`src/logic/pebm_pkg.sv`:
```
// constants and carrier types for the multiplexed bidirectional port
package pebm_pkg;
  localparam int          PEBM_AW          = 3;          // register address width
  localparam int          PEBM_DW          = 8;          // register and port width
  // register offsets
  localparam logic [2:0]  PEBM_OFF_PIN     = 3'h0;       // port_pin_data
  localparam logic [2:0]  PEBM_OFF_LAT     = 3'h1;       // output latch
  localparam logic [2:0]  PEBM_OFF_DIR     = 3'h2;       // port_direction
  localparam logic [2:0]  PEBM_OFF_MEMCTL  = 3'h3;       // memory_interface_control
  localparam logic [2:0]  PEBM_OFF_NBLAT   = 3'h4;       // neighbour_latch_register
  localparam logic [2:0]  PEBM_OFF_SPCTL   = 3'h5;       // slave_port_control
  // field positions
  localparam int          PEBM_EXT_BUS_DISABLE_BIT   = 7;          // ext_bus_disable
  localparam int          PEBM_PU_BIT      = 6;          // pullup_enable
  localparam int          PEBM_SPMODE_BIT  = 4;          // slave_port_mode
  // package variants in pins
  localparam int          PEBM_PKG_SMALL   = 64;
  localparam int          PEBM_PKG_MID     = 80;
  localparam int          PEBM_PKG_LARGE   = 100;
  localparam int          PEBM_W_SMALL     = 6;          // port width, smallest package
  localparam int          PEBM_W_LARGE     = 8;          // port width, larger packages
  // reset values
  localparam logic [7:0]  PEBM_RST_LAT     = 8'h00;
  localparam logic        PEBM_RST_EXT_BUS_DISABLE   = 1'b1;
  localparam logic        PEBM_RST_PU      = 1'b0;
  localparam logic        PEBM_RST_SPMODE  = 1'b0;
  localparam logic [7:0]  PEBM_ZERO        = 8'h00;
  localparam int          PEBM_SMALL_D0_CH = 6;          // channel moved to neighbour pin

  // enhanced pwm channels, index = pin (7 is capture/compare 2 and pwm2_out_a)
  typedef struct packed {
    logic [7:0] val;                                     // channel output level
    logic [7:0] en;                                      // channel owns its pin
    logic [7:0] tri_st;                                  // shutdown tri-state request
  } pebm_pwm_t;

  // external memory interface, high address/data byte
  typedef struct packed {
    logic [7:0] ad_out;                                  // bus value to drive
    logic [7:0] ad_oe;                                   // bus drives the pin
  } pebm_ebus_t;

  // all state of the port
  typedef struct packed {
    logic [7:0] lat;                                     // output latch
    logic [7:0] dir;                                     // 1 = input
    logic       ext_bus_disable;                                   // memory interface off
    logic       pu;                                      // weak pull-up enable
    logic       spmode;                                  // slave port mode
    logic [7:0] pin_q;                                   // sampled pin levels
    logic [7:0] rdata;                                   // read data
    logic [7:0] pin_o;                                   // pin output values
    logic [7:0] pin_oe;                                  // pin output enables
    logic [7:0] pull;                                    // pull-up per pin
    logic [2:0] spctl;                                   // slave port rd, wr, cs
    logic [7:0] ebus_din;                                // data to memory interface
    logic       d0_o;                                    // neighbour pin 0 value
    logic       d0_oe;                                   // neighbour pin 0 enable
  } pebm_state_t;
endpackage

```
`src/logic/pebm_port.sv`:
```
// multiplexed bidirectional port with memory bus, slave port and pwm sharing
//
// Added by the designer: the address map and strobed register access.
`timescale 1ns/1ps
`default_nettype none
module pebm_port
  import pebm_pkg::*;
#(
  parameter int PKG_PINS = pebm_pkg::PEBM_PKG_LARGE      // 64, 80 or 100
) (
  input  wire logic                    mclk_in,          // 20 MHz system clock
  input  wire logic                    sys_rst_in,       // async, active high
  input  wire logic                    ce_in,            // low freezes all state
  input  wire logic [pebm_pkg::PEBM_AW-1:0] addr_in,     // register address
  input  wire logic [7:0]              wr_data_in,       // write data
  input  wire logic                    wr_stb_in,        // write strobe
  input  wire logic                    rd_stb_in,        // read strobe
  output logic      [7:0]              rd_data_out,      // read data, next cycle
  input  wire logic [7:0]              pin_in,           // pin levels
  output logic      [7:0]              pin_out,          // pin drive values
  output logic      [7:0]              pin_oe_out,       // pin driven when high
  output logic      [7:0]              pullup_out,       // weak pull-up on
  input  wire pebm_pkg::pebm_pwm_t     pwm_in,           // pwm channels
  input  wire logic                    pwm_mux_select_in,     // config bit
  input  wire logic                    capcomp2_mux_select_in, // config bit
  input  wire logic                    micro_mode_in,    // microcontroller mode
  input  wire pebm_pkg::pebm_ebus_t    ebus_in,          // memory interface drive
  output logic      [7:0]              ebus_din_out,     // pins to memory interface
  output logic                         ebus_active_out,  // memory bus owns pins
  output logic      [2:0]              spctl_out,        // slave rd, wr, cs inputs
  output logic                         d0_pwm_out,       // neighbour pin 0 value
  output logic                         d0_pwm_oe_out     // neighbour pin 0 enable
);
  import pebm_pkg::*;

  // implemented bits of the port for a package variant
  function automatic logic [7:0] impl_mask(input int pins);
    impl_mask = (pins == PEBM_PKG_SMALL) ? 8'h3f : 8'hff;
  endfunction

  localparam logic [7:0] MASK  = impl_mask(PKG_PINS);
  localparam logic       LARGE = (PKG_PINS == PEBM_PKG_LARGE);
  localparam logic       SMALL = (PKG_PINS == PEBM_PKG_SMALL);

  // refuse package variants the mapping does not know, at elaboration
  // a wrong variant would silently pick the 80-pin map otherwise
  if (PKG_PINS != PEBM_PKG_SMALL && PKG_PINS != PEBM_PKG_MID &&
      PKG_PINS != PEBM_PKG_LARGE) begin : g_bad_pkg
    $error("pebm_port: PKG_PINS must be 64, 80 or 100");
  end

  pebm_state_t s_ff;                                     // registered state
  pebm_state_t nxt_s;                                    // next state
  logic        bus_on;                                   // memory bus owns pins
  logic        psp_on;                                   // slave port active
  logic [7:0]  ch_ok;                                    // channel mapped to pin

  // mode decode from the control bits
  always_comb begin
    bus_on = LARGE && !s_ff.ext_bus_disable;
    psp_on = LARGE && s_ff.spmode;
    // default channels: pins 0-2 pwm2 d,c,b always
    ch_ok = 8'h07;
    if (SMALL) begin
      ch_ok[5:3] = 3'h7;
    end else begin
      ch_ok[6:3] = {4{pwm_mux_select_in}};
      ch_ok[7]   = !capcomp2_mux_select_in && micro_mode_in;
    end
  end

  // next state: register file, pin muxing, sampling
  always_comb begin
    nxt_s       = s_ff;
    nxt_s.pin_q = pin_in & MASK;
    nxt_s.rdata = PEBM_ZERO;                             // data only after a read
    // register writes
    if (wr_stb_in) begin
      if (addr_in == PEBM_OFF_PIN || addr_in == PEBM_OFF_LAT) begin
        nxt_s.lat = wr_data_in & MASK;
      end else if (addr_in == PEBM_OFF_DIR) begin
        nxt_s.dir = wr_data_in & MASK;
      end else if (addr_in == PEBM_OFF_MEMCTL) begin
        nxt_s.ext_bus_disable = wr_data_in[PEBM_EXT_BUS_DISABLE_BIT];
      end else if (addr_in == PEBM_OFF_NBLAT) begin
        nxt_s.pu = wr_data_in[PEBM_PU_BIT];
      end else if (addr_in == PEBM_OFF_SPCTL) begin
        nxt_s.spmode = wr_data_in[PEBM_SPMODE_BIT];
      end
    end
    // register reads, unmapped reads give zero
    if (rd_stb_in) begin
      if (addr_in == PEBM_OFF_PIN) begin
        nxt_s.rdata = s_ff.pin_q;
      end else if (addr_in == PEBM_OFF_LAT) begin
        nxt_s.rdata = s_ff.lat;
      end else if (addr_in == PEBM_OFF_DIR) begin
        nxt_s.rdata = s_ff.dir;
      end else if (addr_in == PEBM_OFF_MEMCTL) begin
        nxt_s.rdata[PEBM_EXT_BUS_DISABLE_BIT] = s_ff.ext_bus_disable;
      end else if (addr_in == PEBM_OFF_NBLAT) begin
        nxt_s.rdata[PEBM_PU_BIT] = s_ff.pu;
      end else if (addr_in == PEBM_OFF_SPCTL) begin
        nxt_s.rdata[PEBM_SPMODE_BIT] = s_ff.spmode;
      end
    end
    // per pin driver, highest priority first
    for (int i = 0; i < 8; i++) begin
      if (bus_on) begin
        // memory bus ignores direction bits
        nxt_s.pin_o[i]  = ebus_in.ad_out[i];
        nxt_s.pin_oe[i] = ebus_in.ad_oe[i];
      end else if (psp_on && i < 3) begin
        // control inputs, driven in slave mode only by the memory bus
        nxt_s.pin_o[i]  = s_ff.lat[i];
        nxt_s.pin_oe[i] = 1'b0;
      end else if (!s_ff.dir[i] && ch_ok[i] && pwm_in.en[i]) begin
        nxt_s.pin_o[i]  = pwm_in.val[i];
        nxt_s.pin_oe[i] = !pwm_in.tri_st[i];
      end else begin
        nxt_s.pin_o[i]  = s_ff.lat[i];
        nxt_s.pin_oe[i] = !s_ff.dir[i];
      end
    end
    nxt_s.pin_o  = nxt_s.pin_o & MASK;
    nxt_s.pin_oe = nxt_s.pin_oe & MASK;
    // pull-ups follow the driver decision, so an output never pulls
    nxt_s.pull = {8{s_ff.pu}} & ~nxt_s.pin_oe & MASK;
    // slave port controls only on the largest package
    nxt_s.spctl    = psp_on ? s_ff.pin_q[2:0] : 3'h0;
    nxt_s.ebus_din = bus_on ? s_ff.pin_q : PEBM_ZERO;
    // smallest package moves one channel to the neighbour pin
    nxt_s.d0_o  = SMALL && pwm_in.en[PEBM_SMALL_D0_CH] &&
                  pwm_in.val[PEBM_SMALL_D0_CH];
    nxt_s.d0_oe = SMALL && pwm_in.en[PEBM_SMALL_D0_CH] &&
                  !pwm_in.tri_st[PEBM_SMALL_D0_CH];
  end

  // state register; reset leaves pins as inputs with no pull-ups
  always_ff @(posedge mclk_in or posedge sys_rst_in) begin
    if (sys_rst_in) begin
      s_ff        <= '0;
      s_ff.lat    <= PEBM_RST_LAT;
      s_ff.dir    <= MASK;
      s_ff.ext_bus_disable  <= PEBM_RST_EXT_BUS_DISABLE;
      s_ff.pu     <= PEBM_RST_PU;
      s_ff.spmode <= PEBM_RST_SPMODE;
    end else if (ce_in) begin
      s_ff <= nxt_s;
    end
  end

  // outputs straight from the state flops, except ebus_active_out, decoded from ext_bus_disable
  assign rd_data_out     = s_ff.rdata;
  assign pin_out         = s_ff.pin_o;
  assign pin_oe_out      = s_ff.pin_oe;
  assign pullup_out      = s_ff.pull;
  assign spctl_out       = s_ff.spctl;
  assign ebus_din_out    = s_ff.ebus_din;
  assign ebus_active_out = bus_on;
  assign d0_pwm_out      = s_ff.d0_o;
  assign d0_pwm_oe_out   = s_ff.d0_oe;

  // helper: high until the first enabled register read or write after reset
  logic fresh_ff;                                        // no register access since reset
  always_ff @(posedge mclk_in or posedge sys_rst_in) begin
    if (sys_rst_in) begin
      fresh_ff <= 1'b1;
    end else if (ce_in && (wr_stb_in || rd_stb_in)) begin
      fresh_ff <= 1'b0;
    end
  end
endmodule
`default_nettype wire

```
`config.mk`:
```
export PLATFORM = sky130hd
export DESIGN_NAME = pebm_port
export DESIGN_NICKNAME = d
export VERILOG_FILES = /design/src/logic/pebm_pkg.sv /design/src/logic/pebm_port.sv
export SDC_FILE = /design/constraint.sdc
export NUM_CORES = 1
export LEC_CHECK = 0
export ABC_AREA = 1
export BUFFER_PORTS_ARGS = -buffer_cell sky130_fd_sc_hd__buf_4
export CORE_MARGIN = 5
export CORE_UTILIZATION = 45
export CTS_BUF_LIST = sky130_fd_sc_hd__clkbuf_16
export CTS_CLUSTER_SIZE = 20
export DETAILED_ROUTE_END_ITERATION = 16
export GPL_TIMING_DRIVEN = 0
export HOLD_SLACK_MARGIN = 0.02
export PLACE_DENSITY_LB_ADDON = 0.15
export SLEW_MARGIN = 20
export SYNTH_ARGS = -nofsm -noshare
export SYNTH_HDL_FRONTEND = slang
export SYNTH_SLANG_ARGS = --single-unit
```
`constraint.sdc`:
```
create_clock -name mclk_in -period 2.1 [get_ports mclk_in]
set_input_delay 0.21 -clock mclk_in [delete_from_list [all_inputs] [get_ports mclk_in]]
set_output_delay 0.21 -clock mclk_in [all_outputs]
set_load 0.05 [all_outputs]
```
==> reports/qor.csv <==
stage,metric,value,unit
clock_network,cts.sinks,70,
worst_setup_path,timing.critical_path.fanout_max,10,
worst_setup_path,setup.reg_to_reg.worst_slack,580,ps
route,1st_pass_router_iterations,5,
layout,layout_common_cells,"154 x sky130_fd_sc_hd__buf_4, 106 x sky130_fd_sc_hd__nand2_1, 61 x sky130_fd_sc_hd__dfrtp_1, 52 x sky130_fd_sc_hd__nand3_1, 49 x sky130_fd_sc_hd__inv_1",
run,max_cap_violations,0,
worst_setup_path,worstPathRequired,1890,ps
die,die_height,101,um
worst_setup_path,crit_path_cell_trace,inv_1 > buf_2 > buf_4,
route,finalWirelength,10200,um
worst_setup_path,setup.worst_path.start_class,register,
synth,number_of_warnings_printed_during_yosys_synthesis,0,
layout,insertedDiodeCount,0,
place,place.detailed.hpwl,7730,um
die,core,8130,um^2
worst_hold_path,min-delay-path-class,primary input to register,
layout,share_of_cells_above_drive_strength_1,0.360,
synth,syn-mean-instance-area,8.16,um^2
worst_setup_path,crit_end,ebus_active_out,
sta,relSlewSlack,0.658,
worst_setup_path,critical-path-top-delay-family,flip-flops,
sta,timing.final.hold_violations,0,
route,routed_wire_length_per_instance,14.9,um
synth,synthesis.area,3720,um^2
place,port-buffer-count,108,
sta,final-max-slew-violation-count,0,
clock_network,clock_latency_on_the_worst_skew_pair,330,ps
die,die-width,101,um
worst_setup_path,critical_path.reg2reg.startpoint,s_ff[55],
worst_setup_path,rr_worst_depth,6,
layout,layout.nets,645,
sta,setup_total_negative_slack,0,ps
grt,antenna_found_initial,0,
status,run_status,finished clean,
synth,synthCells,456,
power_and_ir_drop,peakVddDrop,0.000420,V
synth,post_synthesis_sequential_element_count,70,
route,antenna_left,0,
layout,syn_to_final_growth,34.3,%
worst_setup_path,end_kind,output pin,
synth,number_of_unique_standard_cell_types_used_by_synthesis,26,
die,total_die_area,10200,um^2
sta,clock.fmax,631,MHz
synth,synth_seq_area_share,0.474,
grt,globalRoute.totalOverflow,0,
grt,first_pass_grt_wire_length,16000,um
synth,post_synth_main_area_contributors,"sky130_fd_sc_hd__dfrtp_1 41%, sky130_fd_sc_hd__nand2_1 11%, sky130_fd_sc_hd__buf_4 9.3%",
clock_network,cts_post_setup_buffers_inserted,0,
sta,finalCriticalPeriod,1590,ps
clock_network,htree_levels,3,
worst_setup_path,timing.critical_path.buf_inv,3,
grt,grt_start_max_net_pins,46,
sta,timing.final.setup_violations,0,
die,start_util,0.457,
worst_setup_path,cp_slowest_stage_delay,570,ps
route,route.detailed.vias_per_inst,4.92,
layout,postLayoutCoreUtil,0.614,
die,num_io_pins,113,
synth,post_synth_top_area_share,0.410,
sta,post-route-period-util,0.755,
grt,groute.usage.overall,0.203,
sta,rsz0062_at_grt,false,
route,dr_total_vias,3387,
die,core.rowCount,33,
worst_setup_path,terminus_of_the_critical_flop_to_flop_path,pullup_out[3],
power_and_ir_drop,leakage,2.64,nW
worst_setup_path,critical_path.startpoint,s_ff[55],
synth,synth_largest_area_cell,sky130_fd_sc_hd__dfrtp_1,
sta,fin_skew,7.25,ps
worst_setup_path,timing.critical_path.arrival,1380,ps
clock_network,cts-root-buf,sky130_fd_sc_hd__clkbuf_16,
route,detail_route.drc_violations,0,
route,dr.first_iter.drc_count,140,
clock_network,clk_path_buf_depth,2,
worst_setup_path,critical-path-slowest-cell,sky130_fd_sc_hd__dfstp_2,
worst_setup_path,path_class,register to output pin,
power_and_ir_drop,power_density,952,nW/um^2
place,routabilityCongestion,0.891,
layout,layout.cells.most_common,sky130_fd_sc_hd__buf_4,
clock_network,cts_made_buffers,9,
grt,vias_in_the_first_global_route,3329,
clock_network,clk_pin_slew,60,ps
clock_network,clock_tree_from_tritoncts,built,
sta,timing_worst_slew_pin_value,513,ps
worst_setup_path,worst-path-stages,3,
## stage by stage
step	hold slack, ps	power [mW]	cells	instance area, um^2	setup WS (ps)
after floorplan	331	2.79	457	3720	137
after global placement	422	3.23	670	4670	-675
after detailed placement	209	3.26	671	4690	613
after CTS	85.4	4.78	688	5000	512
after global routing	93.7	4.98	688	5000	471
final	91.4	4.76	688	5000	515
## worst min-delay path, cell delays in order
cell and delay, ps:
sky130_fd_sc_hd__buf_4 80, sky130_fd_sc_hd__nand2_1 40, sky130_fd_sc_hd__o21ai_0 60
## cell families after synthesis
logic type / after synthesis / share of synthesized area
simple gates: 192 / 0.231
flops: 70 / 0.474
buf+inv: 116 / 0.176
compound gates: 77 / 0.118
other cells: 1 / 0.00101
## synthesized netlist by cell type, drive strengths merged
| master | instances |
|---|---|
| bufinv | 1 |
| inv | 53 |
| nand3 | 53 |
| a31oi | 5 |
| dfstp | 9 |
| clkinv | 2 |
| conb | 1 |
| nor2 | 20 |
| buf | 58 |
| o21bai | 4 |
| a21oi | 7 |
| clkbuf | 2 |
| dfrtp | 61 |
| nand2 | 108 |
| o211ai | 3 |
| nand4 | 11 |
| o21ai | 58 |
## routing by layer
| layer | vias to the layer above | share of wire | global-route usage |
|---|---|---|---|
| li1 | 1674 | - | - |
| met3 | 19 | 0.060 | 0.0374 |
| met1 | 1581 | 0.42 | 0.263 |
| met5 | - | 0 | 0 |
| met4 | 0 | 0.022 | 0.0879 |
| met2 | 113 | 0.50 | 0.334 |
## worst min path at each step
| stage | from | endpoint | cells past startpoint |
|---|---|---|---|
| 6_report | pin_in[0] | s_ff[45] | 3 |
| 2_1_floorplan | wr_data_in[4] | psp_on | 2 |
| 3_3_place_gp | pin_in[0] | s_ff[45] | 3 |
| 3_5_place_dp | sys_rst_in | s_ff[64] | 2 |
| 5_1_grt | pin_in[3] | s_ff[48] | 3 |
| 4_1_cts | pin_in[3] | s_ff[48] | 3 |
## repair_timing
item,CTS,global route
hold endpoints to repair,16,0
hold buffers,1,0
gates resized for setup,0,0
## power by group
group / total [mW] / internal (mW) / switching, mW / leakage, nW
registers: 1.73 / 1.58 / 0.142 / 0.866
clock network: 1.52 / 0.923 / 0.592 / 0.144
logic: 1.51 / 0.574 / 0.940 / 1.63
## state kept, by name, indices dropped and copies added (netlist names)
register      cells
pullup_out        8
s_ff             26
psp_on            1
pin_out           8
spctl_out         3
pin_oe_out        8
ebus_din_out      8
rd_data_out       8
## layout make-up
| cell class | count | area [um^2] |
|---|---|---|
| sequential | 70 | 1760 |
| clock buffer | 9 | 225 |
| tap | 105 | 131 |
| fill | 740 | 3140 |
| timing repair buffer | 110 | 841 |
| clock inverter | 7 | 72.6 |
| multi-input combinational | 271 | 1310 |
| inverter | 56 | 226 |
| buffer | 60 | 432 |
No activity file was read; power rests on OpenSTA's default activity.
